[config.mk]
export PLATFORM = sky130hd
export DESIGN_NAME = psfc_top
export DESIGN_NICKNAME = d
export VERILOG_FILES = /design/src/core/psfc_pkg.sv /design/src/core/psfc_top.sv
export VERILOG_INCLUDE_DIRS = /design/src /design/src/core
export SDC_FILE = /design/constraint.sdc
export NUM_CORES = 1
export LEC_CHECK = 0
export ABC_CLOCK_PERIOD_IN_PS = 7900
export BUFFER_PORTS_ARGS = -buffer_cell sky130_fd_sc_hd__buf_4
export CAP_MARGIN = 20
export CELL_PAD_IN_SITES_DETAIL_PLACEMENT = 0
export CELL_PAD_IN_SITES_GLOBAL_PLACEMENT = 1
export CORE_MARGIN = 2
export CORE_UTILIZATION = 44
export DETAILED_ROUTE_END_ITERATION = 16
export PLACE_DENSITY = 0.81
export SLEW_MARGIN = 20
export SYNTH_ARGS = -nofsm -noshare
export SYNTH_HDL_FRONTEND = slang
export SYNTH_SLANG_ARGS = --single-unit
export TNS_END_PERCENT = 50
[constraint.sdc]
create_clock -name clk_in -period 7.9 [get_ports clk_in]
set_input_delay 1.58 -clock clk_in [delete_from_list [all_inputs] [get_ports clk_in]]
set_output_delay 1.58 -clock clk_in [all_outputs]
set_load 0.02 [all_outputs]
[src/core/psfc_consts.svh]
// timing counts and fixed figures for the power supervisor fault control block
`ifndef PSFC_CONSTS_SVH
`define PSFC_CONSTS_SVH

`define PSFC_CLK_MHZ        200
`define PSFC_CNT_W          22
`define PSFC_UV_TIME_US     32
`define PSFC_UV_CYC         (`PSFC_UV_TIME_US * `PSFC_CLK_MHZ)
`define PSFC_RES_TIME_US    5
`define PSFC_RES_CYC        (`PSFC_RES_TIME_US * `PSFC_CLK_MHZ)
`define PSFC_PG_TIME_MS     10
`define PSFC_PG_CYC         (`PSFC_PG_TIME_MS * 1000 * `PSFC_CLK_MHZ)
`define PSFC_ERR_TIME_US    200
`define PSFC_ERR_CYC        (`PSFC_ERR_TIME_US * `PSFC_CLK_MHZ)
`define PSFC_KICK_TIME_US   50
`define PSFC_KICK_CYC       (`PSFC_KICK_TIME_US * `PSFC_CLK_MHZ)
`define PSFC_WD_EARLY_US    1000
`define PSFC_WD_EARLY_CYC   (`PSFC_WD_EARLY_US * `PSFC_CLK_MHZ)
`define PSFC_WD_LATE_US     10000
`define PSFC_WD_LATE_CYC    (`PSFC_WD_LATE_US * `PSFC_CLK_MHZ)
`define PSFC_SW_KHZ_X10     21
`define PSFC_SW_NOM_CYC     ((`PSFC_CLK_MHZ * 10) / `PSFC_SW_KHZ_X10)
`define PSFC_DITHER_PCT     6
`define PSFC_SW_MIN_CYC     ((`PSFC_SW_NOM_CYC * 100 + 99 + `PSFC_DITHER_PCT) / (100 + `PSFC_DITHER_PCT))
`define PSFC_THIRD_MUL      85
`define PSFC_LFSR_SEED      8'h01
`define PSFC_USED_MASK_RST  5'h1F

`endif

[src/core/psfc_pkg.sv]
// types shared by the power supervisor fault control block
`include "psfc_consts.svh"
package psfc_pkg;
  typedef enum logic [2:0] {
    ST_REG_OFF,
    ST_SENSE,
    ST_POWER_ON,
    ST_PG_DELAY,
    ST_ACTIVE
  } psfc_state_e;
  typedef logic [`PSFC_CNT_W-1:0] psfc_cnt_t;
endpackage

[src/core/psfc_top.sv]
// supervisor logic: supply qualification, supply and thermal shutdown, phasing, dither, watchdog
`timescale 1ns/1ps
`include "psfc_consts.svh"

// qualification filter: done once cond has held more than n cycles in a row
module psfc_filter #(
  parameter int unsigned N = 16
) (
  input  wire logic clk_in,
  input  wire logic rst_in,
  input  wire logic cond_in,
  output logic      done_out
);
  import psfc_pkg::*;
  psfc_cnt_t cnt;       // consecutive cycles with cond high
  psfc_cnt_t next_cnt;  // next count

  // count restarts whenever the condition drops before completion
  always_comb begin
    if (!cond_in) begin
      next_cnt = '0;
    end else if (cnt == `PSFC_CNT_W'(N)) begin
      next_cnt = cnt; // saturate so done stays up
    end else begin
      next_cnt = cnt + `PSFC_CNT_W'(1);
    end
  end

  always_ff @(posedge clk_in or posedge rst_in) begin
    if (rst_in) begin
      cnt <= '0;
    end else begin
      cnt <= next_cnt;
    end
  end

  // n+1 cycles held, so strictly longer than n
  assign done_out = cond_in && (cnt == `PSFC_CNT_W'(N));
endmodule

// Behaviour
// - disable all channels after 32 us lockout
// - reinitialise sequencer, overvoltage latch and channel mask after rising threshold
// - overvoltage kills outputs, both indicators low
// - overvoltage restart after 5 us below resume
// - temperature warning pulls fault low, outputs run
// - thermal shutdown kills outputs, power good low
// - restart when thermal comparator deasserts
// - high side on each cycle until peak
// - dither period between nominal and six percent
// - converter phases spread by enabled count
// - sense floating channels during power on
// - mask faults of unused channels
// - release power good 10 ms after ready
// - power good open drain, low or released
// - kick from pin or serial bus
// - window or simple timeout watchdog mode
// - watchdog error low for 200 us
// - kick monitored after power good, pin kick deglitched
module psfc_top #(
  parameter int unsigned UV_CYC      = `PSFC_UV_CYC,
  parameter int unsigned PG_CYC      = `PSFC_PG_CYC,
  parameter int unsigned ERR_CYC     = `PSFC_ERR_CYC,
  parameter int unsigned KICK_CYC    = `PSFC_KICK_CYC,
  parameter int unsigned WD_EARLY_CYC = `PSFC_WD_EARLY_CYC,
  parameter int unsigned WD_LATE_CYC = `PSFC_WD_LATE_CYC
) (
  input  wire logic                clk_in,
  input  wire logic                rst_in,
  input  wire logic                supply_low_in,
  input  wire logic                supply_ok_in,
  input  wire logic                supply_ov_in,
  input  wire logic                supply_resume_in,
  input  wire logic                overtemp_warning_in,
  input  wire logic                thermal_shutdown_in,
  input  wire logic                seq_enable_in,
  input  wire logic [2:0]          conv_enable_in,
  input  wire logic                dither_enable_in,
  input  wire logic [2:0]          peak_trip_in,
  input  wire logic [4:0]          ch_ready_in,
  input  wire logic [4:0]          ch_fault_in,
  input  wire logic                ch2_float_in,
  input  wire logic                ch3_float_in,
  input  wire logic                window_watchdog_mode_in,
  input  wire logic                watchdog_kick_input_in,
  input  wire logic                bus_kick_in,
  input  wire logic                power_good_in,
  output logic [4:0]               reg_enable_out,
  output logic [2:0]               hs_switch_out,
  output logic                     power_good_output_out,
  output logic                     power_good_oe_out,
  output logic                     fault_indicator_output_n_out,
  output logic                     watchdog_error_output_n_out,
  output psfc_pkg::psfc_state_e    state_out
);
  import psfc_pkg::*;

  localparam logic [6:0] SW_NOM  = 7'(`PSFC_SW_NOM_CYC);                   // nominal period
  localparam logic [2:0] SW_SPAN = 3'(`PSFC_SW_NOM_CYC - `PSFC_SW_MIN_CYC); // dither reach

  // qualified supply and kick events
  logic uv_done;       // low supply held past lockout filter
  logic resume_done;   // below resume level held long enough
  logic kick_done;     // kick pin level change survived deglitch

  // supervisor state
  logic        lockout, next_lockout;       // undervoltage lockout holds sequencer, latch and mask at default
  logic        ovp_hold, next_ovp_hold;     // latched supply overvoltage
  psfc_state_e state, next_state;           // sequencer state
  psfc_cnt_t   pg_cnt, next_pg_cnt;         // power good delay count
  logic [4:0]  used, next_used;             // populated channel mask
  logic [4:0]  next_reg_en;                 // next regulator enables
  logic        next_fault_n;                // next fault indicator level
  logic        pg_release, next_pg_release; // power good released
  logic        shutdown;                    // any hard shutdown cause
  logic [4:0]  masked_fault;                // faults of populated channels only
  logic [4:0]  ready_eff;                   // readiness with unused channels ignored

  // switching clock state
  logic [6:0] sw_cnt, next_sw_cnt;          // position in switching cycle
  logic [6:0] sw_period, next_sw_period;    // current cycle length
  logic [7:0] lfsr, next_lfsr;              // pseudo-random source
  logic [2:0] dith;                         // cycles to shave from the next period
  logic [2:0] hs, next_hs;                  // high-side switch states
  logic [2:0] sw_start;                     // per converter cycle start
  logic [1:0] n_en;                         // enabled converter count
  logic [13:0] third_prod;                  // period times one third scale
  logic [6:0] third;                        // one third of period

  // watchdog state
  logic       wd_run;                       // watchdog allowed to watch
  logic       kick_lvl, next_kick_lvl;      // deglitched kick pin level
  logic       kick;                         // accepted kick this cycle
  logic       wd_fault;                     // watchdog violation this cycle
  psfc_cnt_t  wd_cnt, next_wd_cnt;          // cycles since last kick
  psfc_cnt_t  err_cnt, next_err_cnt;        // error pulse remaining

  psfc_filter #(.N(UV_CYC)) u_uv_filt (
    .clk_in   (clk_in),
    .rst_in   (rst_in),
    .cond_in  (supply_low_in),
    .done_out (uv_done)
  );

  psfc_filter #(.N(`PSFC_RES_CYC)) u_res_filt (
    .clk_in   (clk_in),
    .rst_in   (rst_in),
    .cond_in  (supply_resume_in && ovp_hold),
    .done_out (resume_done)
  );

  psfc_filter #(.N(KICK_CYC)) u_kick_filt (
    .clk_in   (clk_in),
    .rst_in   (rst_in),
    .cond_in  (wd_run && (watchdog_kick_input_in != kick_lvl)),
    .done_out (kick_done)
  );

  // fault causes and masks
  always_comb begin
    shutdown     = lockout || uv_done || supply_ov_in || ovp_hold || thermal_shutdown_in;
    masked_fault = ch_fault_in & used;
    ready_eff    = ch_ready_in | ~used;
  end

  // lockout, overvoltage latch and sequencer next state
  always_comb begin
    next_lockout    = lockout;
    next_ovp_hold   = ovp_hold;
    next_state      = state;
    next_pg_cnt     = '0;
    next_used       = used;
    // lockout set wins over release
    if (uv_done) begin
      next_lockout = 1'b1;
    end else if (lockout && supply_ok_in) begin
      next_lockout = 1'b0;
    end
    if (supply_ov_in) begin
      next_ovp_hold = 1'b1;
    end else if (resume_done) begin
      next_ovp_hold = 1'b0;
    end
    if (shutdown) begin
      // thermal comparator has its own hysteresis; leaving it releases us
      next_state = ST_REG_OFF;
    end else begin
      unique case (state)
        ST_REG_OFF: begin
          if (seq_enable_in) begin
            next_state = ST_SENSE;
          end
        end
        ST_SENSE: begin
          // floating pins mean nothing fitted on that channel
          // bit 1 is the second converter, bit 2 the third; the rest are always fitted
          next_used  = {2'b11, ~ch3_float_in, ~ch2_float_in, 1'b1};
          next_state = ST_POWER_ON;
        end
        ST_POWER_ON: begin
          if (!seq_enable_in) begin
            next_state = ST_REG_OFF;
          end else if (&ready_eff) begin
            next_state = ST_PG_DELAY;
          end
        end
        ST_PG_DELAY: begin
          next_pg_cnt = pg_cnt + `PSFC_CNT_W'(1);
          if (!seq_enable_in) begin
            next_state = ST_REG_OFF;
          end else if (pg_cnt == `PSFC_CNT_W'(PG_CYC - 1)) begin
            next_state = ST_ACTIVE;
          end
        end
        ST_ACTIVE: begin
          if (!seq_enable_in) begin
            next_state = ST_REG_OFF;
          end
        end
        default: next_state = ST_REG_OFF;
      endcase
    end
    // lockout forces the overvoltage latch, sequencer state and channel mask back to default
    if (lockout) begin
      next_ovp_hold = 1'b0;
      next_state    = ST_REG_OFF;
      next_used     = `PSFC_USED_MASK_RST;
    end
  end

  // outputs derived from the next state so shutdown acts on the next edge
  always_comb begin
    next_reg_en     = '0;
    next_pg_release = (next_state == ST_ACTIVE);
    if (!shutdown && (next_state == ST_POWER_ON || next_state == ST_PG_DELAY
                      || next_state == ST_ACTIVE)) begin
      next_reg_en = next_used & {2'b11, conv_enable_in};
    end
    // warning keeps outputs running, only the indicator drops
    next_fault_n = !(shutdown || next_state == ST_REG_OFF || overtemp_warning_in
                     || (|masked_fault));
  end

  always_ff @(posedge clk_in or posedge rst_in) begin
    if (rst_in) begin
      lockout                      <= 1'b0;
      ovp_hold                     <= 1'b0;
      state                        <= ST_REG_OFF;
      pg_cnt                       <= '0;
      used                         <= `PSFC_USED_MASK_RST;
      reg_enable_out               <= '0;
      pg_release                   <= 1'b0;
      fault_indicator_output_n_out <= 1'b0;
    end else begin
      lockout                      <= next_lockout;
      ovp_hold                     <= next_ovp_hold;
      state                        <= next_state;
      pg_cnt                       <= next_pg_cnt;
      used                         <= next_used;
      reg_enable_out               <= next_reg_en;
      pg_release                   <= next_pg_release;
      fault_indicator_output_n_out <= next_fault_n;
    end
  end

  // open drain: never drive high, only pull low or let go
  assign power_good_output_out = 1'b0;
  assign power_good_oe_out     = !pg_release;
  assign state_out             = state;

  // switching clock, dither and phase placement
  always_comb begin
    dith = (lfsr[2:0] > SW_SPAN) ? lfsr[2:0] - SW_SPAN : lfsr[2:0];
    next_sw_cnt    = sw_cnt + 7'd1;
    next_sw_period = sw_period;
    next_lfsr      = lfsr;
    if (sw_cnt >= sw_period - 7'd1) begin
      next_sw_cnt = '0;
      next_lfsr   = {lfsr[6:0], lfsr[7] ^ lfsr[5] ^ lfsr[4] ^ lfsr[3]};
      // only ever shorten the period, so frequency never drops below nominal
      next_sw_period = dither_enable_in ? SW_NOM - {4'd0, dith} : SW_NOM;
    end
    n_en       = 2'(reg_enable_out[0]) + 2'(reg_enable_out[1]) + 2'(reg_enable_out[2]);
    third_prod = 14'(sw_period * 7'(`PSFC_THIRD_MUL));
    third      = third_prod[13:7] >> 1;
    // slot of each converter is the number of enabled ones below it
    sw_start[0] = reg_enable_out[0] && (sw_cnt == 7'd0);
    sw_start[1] = reg_enable_out[1] && (sw_cnt == (reg_enable_out[0] ?
                  ((n_en == 2'd2) ? (sw_period >> 1) : third) : 7'd0));
    sw_start[2] = reg_enable_out[2] && (sw_cnt ==
                  ((reg_enable_out[0] && reg_enable_out[1]) ? 7'(third << 1) :
                   (reg_enable_out[0] || reg_enable_out[1]) ? (sw_period >> 1) : 7'd0));
    for (int k = 0; k < 3; k++) begin
      if (sw_start[k]) begin
        next_hs[k] = 1'b1;
      end else if (peak_trip_in[k] || !reg_enable_out[k]) begin
        next_hs[k] = 1'b0;
      end else begin
        next_hs[k] = hs[k];
      end
    end
  end

  always_ff @(posedge clk_in or posedge rst_in) begin
    if (rst_in) begin
      sw_cnt    <= '0;
      sw_period <= SW_NOM;
      lfsr      <= `PSFC_LFSR_SEED;
      hs        <= '0;
    end else begin
      sw_cnt    <= next_sw_cnt;
      sw_period <= next_sw_period;
      lfsr      <= next_lfsr;
      hs        <= next_hs;
    end
  end

  assign hs_switch_out = hs;

  // watchdog: only runs once power good is released and seen high
  always_comb begin
    wd_run        = (state == ST_ACTIVE) && pg_release && power_good_in;
    next_kick_lvl = kick_done ? watchdog_kick_input_in : kick_lvl;
    kick          = wd_run && (kick_done || bus_kick_in);
    wd_fault      = 1'b0;
    next_wd_cnt   = '0;
    if (wd_run) begin
      next_wd_cnt = wd_cnt + `PSFC_CNT_W'(1);
      if (kick) begin
        // window mode also punishes a kick that comes too early
        wd_fault    = window_watchdog_mode_in && (wd_cnt < `PSFC_CNT_W'(WD_EARLY_CYC));
        next_wd_cnt = '0;
      end else if (wd_cnt == `PSFC_CNT_W'(WD_LATE_CYC - 1)) begin
        wd_fault    = 1'b1;
        next_wd_cnt = '0;
      end
    end
    if (wd_fault) begin
      next_err_cnt = `PSFC_CNT_W'(ERR_CYC);
    end else if (err_cnt != '0) begin
      next_err_cnt = err_cnt - `PSFC_CNT_W'(1);
    end else begin
      next_err_cnt = '0;
    end
  end

  always_ff @(posedge clk_in or posedge rst_in) begin
    if (rst_in) begin
      kick_lvl                    <= 1'b0;
      wd_cnt                      <= '0;
      err_cnt                     <= '0;
      watchdog_error_output_n_out <= 1'b1;
    end else begin
      kick_lvl                    <= next_kick_lvl;
      wd_cnt                      <= next_wd_cnt;
      err_cnt                     <= next_err_cnt;
      watchdog_error_output_n_out <= (next_err_cnt == '0);
    end
  end
endmodule

==> flow_metrics.env, run 1 <==
export IMPL_grt_pass1_vias=7231
export IMPL_path_cells="ha_1, inv_1, ha_1, inv_1, fa_1, inv_1, ha_1, o21ai_0, a211oi_1, a311oi_1, nor2_1, nor4bb_1, nand4_1, o31ai_1"
export IMPL_synth_main_ff_cell="dfrtp_1"
export IMPL_crit_start="sw_period[2]"
export IMPL_num_fill_cells=2073
export IMPL_wl_per_cell_um=14.8
export IMPL_diodes=0
export IMPL_p_leak_uw=0.00478
export IMPL_fin_crit_sh=0.467
export IMPL_post_cts_buffers=0
export IMPL_hold_path_class="flop to flop"
export IMPL_ir_worst_vdd_uv=144
export IMPL_hpwl_um=14000
export IMPL_grt_pass1_wl_um=34700
export IMPL_viasPerCell=5.39
export IMPL_relSlewSlack=0.411
export IMPL_synth_distinct_cells=78
export IMPL_yosys_area_top_type="dfrtp_1"
export IMPL_rr_startpoint="sw_period[2]"
export IMPL_drt_iter0_markers=420
export IMPL_final_antenna_net_count=0
export IMPL_worstMarginPinSlew_ps=881
export IMPL_p_per_area_nw_per_um2=163
export IMPL_htreeDepth=4
export IMPL_multi_input_area_um2=5110
export IMPL_netlist_area_leader_share=0.416
export IMPL_ys_seq_elements=172
export IMPL_fin_ws_ps=4210
export IMPL_routed_wl_um=20100
export IMPL_synth_edf_count=0
export IMPL_hold_viol_final=0
export IMPL_antenna_found_initial=0
export IMPL_clk_latency_ps=430
export IMPL_drv_cap=0
export IMPL_ctsHoldBuffers=0
export IMPL_clkSlewWorstSetupHoldPaths_ps=70
export IMPL_synth_area_um2=9740
export IMPL_drc=0
export IMPL_final_setup_viol_count=0
export IMPL_coreArea_um2=21800
export IMPL_crit_arrival_ps=4030
export IMPL_syn_nets=1099
export IMPL_drive_above_1_share=0.105
export IMPL_period_needed_ps=3690
export IMPL_io_pin_count=47
export IMPL_cts_root_buf="clkbuf_16"
export IMPL_slowest_stage="dfstp_2"
export IMPL_start_util=0.447
export IMPL_rsz0062_at_grt="no"
export IMPL_grt_util_all_layers=0.179
export IMPL_die_h_um=153
export IMPL_numPortBuffers=45
export IMPL_place_congestion=0.808
export IMPL_ys_warn_count=0
export IMPL_cp_end_kind="flop"
export IMPL_cp_start_kind="flop"
export IMPL_dieArea_um2=23300
export IMPL_dp_slack_ps=3770
export IMPL_tns_ps=0
export IMPL_async_flop_share=1.00
export IMPL_vias=7316
export IMPL_ctsResizeCount=0
export IMPL_cp_max_fo=8
export IMPL_num_rows=54
export IMPL_synthTopCellsByArea="dfrtp_1, xnor2_1, nor2_1, xor2_1, ha_1"
export IMPL_finClkSkew_ps=12.3
export IMPL_yosysSeqAreaShare=0.443
export IMPL_grt_max_degree=88
export IMPL_fin_nets=1131
export IMPL_status="complete, no violations"
export IMPL_max_stage_delay_ps=630
export IMPL_crit_required_ps=8240
export IMPL_place_inst=1325
export IMPL_cts_tree="yes"
export IMPL_cts_inserted_buffers=17
export IMPL_dieWidth_um=153
export IMPL_syn_inst=1032
export IMPL_seqCellArea_um2=4320
export IMPL_crit_type="flop to flop"
export IMPL_worstHoldStart="wd_cnt[0]"
export IMPL_grt_overflow=0
export IMPL_drt_pass1_iter_count=5
export IMPL_clockBufferDepth=2
export IMPL_avgSynthCellArea_um2=9.43
export IMPL_areaGrowthSynthToFinish_pct=11.7
export IMPL_layout_cells_non_filler=1357
export IMPL_clock_fmax_mhz=271
export IMPL_maxSlewViolCount=0
export IMPL_clock_sinks=172
==> worst paths after layout <==
path                                    endpoint  slack, ps  depth (start not counted)
worst max-delay path            hs_switch_out[1]       4210                         14
worst min register to register         wd_cnt[0]        450                          1
worst min-delay path                   wd_cnt[0]        450                          1
max in group asynchronous             wd_cnt[10]       5370                          3
min in group asynchronous                lfsr[5]       1290                          2
worst max register to register  hs_switch_out[1]       4210                         14
==> synthesized netlist by cell type (all sizes together), types with 5 or more instances <==
| cell type | n |
|---|---|
| and3 | 31 |
| ha | 32 |
| nand2 | 65 |
| mux2 | 7 |
| xor2 | 61 |
| nand3b | 5 |
| and4 | 11 |
| nor2b | 13 |
| or3 | 17 |
| buf | 8 |
| nor4b | 9 |
| nor3b | 5 |
| dfrtp | 162 |
| a21o | 5 |
| a21oi | 23 |
| nand4 | 24 |
| dfstp | 10 |
| a31oi | 5 |
| o21ai | 33 |
| nor3 | 27 |
| mux2i | 8 |
| xnor2 | 71 |
| nor4 | 13 |
| clkbuf | 25 |
| nand2b | 13 |
| nand3 | 58 |
| inv | 43 |
| nor2 | 153 |
| and2 | 32 |
==> through the flow <==
stage          power [uW]   util  hold slack [ps]  instance area, um2
2_1_floorplan         936      -              424                9740
3_3_place_gp          960  0.473              437               10300
3_5_place_dp          960  0.473              443               10300
4_1_cts              1800  0.500              452               10900
5_1_grt              1840  0.500              468               10900
6_report             1780  0.500              450               10900
==> kinds of logic (layout without fill, tap and decap cells) <==
family | after synthesis | in the layout | share of synthesized area
AOI/OAI and AO/OA | 113 | 113 | 0.0788
and+or+nand+nor | 488 | 488 | 0.263
other | 1 | 1 | 0.000385
adders and majority gates | 35 | 35 | 0.0473
buffers and inverters | 76 | 121 | 0.0317
muxes | 15 | 15 | 0.0163
DFF | 172 | 172 | 0.443
xor gates and xnor gates | 132 | 132 | 0.119
==> worst max-delay path: cells and delay by family, from the launching register on <==
family / cells / cell delay (ps)
flip-flops: 1 / 630
buffers and inverters: 3 / 200
AO/OA/AOI/OAI: 4 / 960
AND/OR/NAND/NOR: 3 / 520
adder cells (fa/ha/maj): 4 / 1270
==> layer usage <==
layer | part of all wire | routed length (um) | vias up | track usage
met3 | 0.032 | 638 | 21 | 0.0287
met5 | 0 | 0 | - | 0
met4 | 0.016 | 312 | 0 | 0.0578
met1 | 0.49 | 9890 | 3554 | 0.250
li1 | - | - | 3625 | -
met2 | 0.46 | 9220 | 116 | 0.288
==> area by class of cell <==
class	count	share of cell area
inverters	43	0.0153
flip-flops and latches	172	0.397
multi-input cells	784	0.470
repair buffers	46	0.0321
clock buffers	19	0.0407
well taps	280	0.0322
clock inverters	13	0.0129
==> cells in the final DEF (no fill, tap or decap), types with 7 or more instances in the layout <==
cell type / instances
inv_1: 42
or3_1: 16
clkbuf_16: 17
dfstp_2: 10
nand4_1: 23
mux2i_1: 8
ha_1: 32
dfrtp_1: 162
nor2b_1: 13
buf_4: 45
xor2_1: 61
and2_1: 32
nand2_1: 64
nor3_1: 25
nor2_1: 151
nand3_1: 58
nor4_1: 12
o21ai_0: 31
xnor2_1: 71
mux2_2: 7
a21oi_1: 23
and3_1: 30
nor4b_1: 7
and4_1: 11
nand2b_1: 13
==> flip-flops by register name (all words and copies together) (netlist names) <==
signal / flops
u_uv_filt.cnt: 22
fault_indicator_output_n_out: 1
u_kick_filt.cnt: 22
ovp_hold: 1
wd_cnt: 22
watchdog_error_output_n_out: 1
hs_switch_out: 3
reg_enable_out: 5
pg_release: 1
u_res_filt.cnt: 22
sw_period: 3
sw_cnt: 7
err_cnt: 22
state_out: 3
pg_cnt: 22
kick_lvl: 1
used: 5
lfsr: 8
lockout: 1
==> report_power, final <==
part	internal (uW)	switching, uW
logic	18.8	31.2
clock network	476	358
registers	886	5.48
Note: power is estimated with default switching activity, not from simulation.
==> inputs of run 2 (changes only) <==
--- a/config.mk
+++ b/config.mk
@@ -6,7 +6,7 @@
 export SDC_FILE = /design/constraint.sdc
 export NUM_CORES = 1
 export LEC_CHECK = 0
-export ABC_CLOCK_PERIOD_IN_PS = 7900
+export ABC_CLOCK_PERIOD_IN_PS = 3500
 export BUFFER_PORTS_ARGS = -buffer_cell sky130_fd_sc_hd__buf_4
 export CAP_MARGIN = 20
 export CELL_PAD_IN_SITES_DETAIL_PLACEMENT = 0
==> constraint.sdc (replaced) <==
create_clock -name clk_in -period 3.5 [get_ports clk_in]
set_input_delay 0.7 -clock clk_in [delete_from_list [all_inputs] [get_ports clk_in]]
set_output_delay 0.7 -clock clk_in [all_outputs]
set_load 0.02 [all_outputs]
==> flow_metrics.env, run 2 (synthesis gave the netlist of run 1 again) <==
export IMPL_ir_worst_vdd_uv=281
export IMPL_cp_end_kind="flop"
export IMPL_crit_start="sw_period[2]"
export IMPL_numPortBuffers=45
export IMPL_relSlewSlack=0.481
export IMPL_p_leak_uw=0.00488
export IMPL_hpwl_um=14200
export IMPL_grt_overflow=0
export IMPL_clkSlewWorstSetupHoldPaths_ps=70
export IMPL_drc=0
export IMPL_drive_above_1_share=0.133
export IMPL_rr_startpoint="sw_period[2]"
export IMPL_areaGrowthSynthToFinish_pct=14.1
export IMPL_power_uw=4090
export IMPL_diodes=0
export IMPL_finClkSkew_ps=10.1
export IMPL_period_needed_ps=3320
export IMPL_dieWidth_um=153
export IMPL_grt_util_all_layers=0.179
export IMPL_drt_iter0_markers=420
export IMPL_crit_required_ps=3830
export IMPL_final_setup_viol_count=0
export IMPL_crit_arrival_ps=3650
export IMPL_critPathCapture="hs_switch_out[1]"
export IMPL_drt_pass1_iter_count=5
export IMPL_viasPerCell=5.35
export IMPL_fin_nets=1146
export IMPL_dieArea_um2=23300
export IMPL_status="complete, no violations"
export IMPL_htreeDepth=4
export IMPL_vias=7337
export IMPL_coreArea_um2=21800
export IMPL_antenna_found_initial=0
export IMPL_cts_tree="yes"
export IMPL_cts_inserted_buffers=17
export IMPL_io_pin_count=47
export IMPL_start_util=0.447
export IMPL_regToRegSetupSlack_ps=180
export IMPL_cp_start_kind="flop"
export IMPL_hold_viol_final=0
export IMPL_final_antenna_net_count=0
export IMPL_fin_util=0.511
export IMPL_drv_cap=0
export IMPL_clock_sinks=172
export IMPL_fin_crit_sh=0.949
export IMPL_wl_per_cell_um=14.8
export IMPL_routed_wl_um=20200
export IMPL_final_common_cell="dfrtp_1"
export IMPL_grt_max_degree=42
export IMPL_final_cell_mix="dfrtp_1, nor2_1, xnor2_1"
export IMPL_clk_latency_ps=430
export IMPL_die_h_um=153
export IMPL_p_per_area_nw_per_um2=368
export IMPL_maxSlewViolCount=0
export IMPL_worstMarginPinSlew_ps=776
export IMPL_cts_root_buf="clkbuf_16"
export IMPL_clock_fmax_mhz=301
export IMPL_hold_path_class="input pin to asynchronous set/reset pin"
export IMPL_place_congestion=0.871
export IMPL_crit_type="flop to flop"
export IMPL_clockBufferDepth=2
export IMPL_grt_pass1_vias=7016
export IMPL_grt_pass1_wl_um=34600
export IMPL_cp_max_fo=8
export IMPL_num_rows=54
export IMPL_regToRegEndpoint="hs_switch_out[1]"
export IMPL_ctsHoldBuffers=0
export IMPL_reg2regPathDepth=13
==> run 2: routing by layer <==
metal  routed length (um)  part of all wire  GRT usage
met1                 9760              0.48      0.254
met2                 9390              0.46      0.279
met3                  843             0.042     0.0361
met4                  252             0.012     0.0529
met5                    0                 0          0
==> run 2: how the worst min path moves through the flow <==
stage / endpoint / start / cells after the start / slack, ps
finish: u_res_filt.cnt[6] / rst_in / 2 / 380
floorplan: wd_cnt[0] / wd_cnt[0] / 1 / 420
CTS: u_res_filt.cnt[5] / rst_in / 2 / 390
global placement: wd_cnt[0] / wd_cnt[0] / 1 / 440
global route: u_res_filt.cnt[6] / rst_in / 2 / 420
detailed placement: wd_cnt[0] / wd_cnt[0] / 1 / 450
==> run 2: critical path: stages (launching register included) <==
cell and delay, ps:
dfstp_2 540, buf_4 140, inv_1 60, ha_1 290, and2_1 150, ha_1 280, ha_2 390, nor2b_2 200
o21ai_1 110, a22o_2 310, o21ai_0 250, xor2_1 170, nand4_1 100, o31ai_1 220
==> run 2: cell type report <==
cell class	instances	area, um2
clock inverter	13	166
inverter	43	165
fill	2007	10600
multi-input combinational	784	5180
clock buffer	19	443
timing repair buffer	61	483
sequential	172	4320
tap	280	350
==> run 2: power by group <==
group	switching, uW	total, uW	internal (uW)	leakage (uW)
registers	13.0	2010	2000	0.00230
clock network	806	1950	1150	0.000290
logic	75.5	124	48.3	0.00229
total	894	4090	3200	0.00488
==> run 2: per-stage QoR <==
stage	worst slack (ps)	instance area (um2)	setup TNS [ps]	cells	hold slack (ps)
finish	180	11100	0	1372	384
global route	-3.06	11100	-3.06	1372	421
CTS	21.1	11000	0	1371	392
detailed placement	-13.1	10400	-13.1	1339	448
global placement	49.7	10400	0	1339	439
floorplan	282	9740	0	1032	424
==> run 2: timing repair <==
action / in CTS / in global routing
resized for setup: 1 / 20
setup endpoints to repair: 1 / 2
pin swaps: 0 / 8
setup buffers: 0 / 1
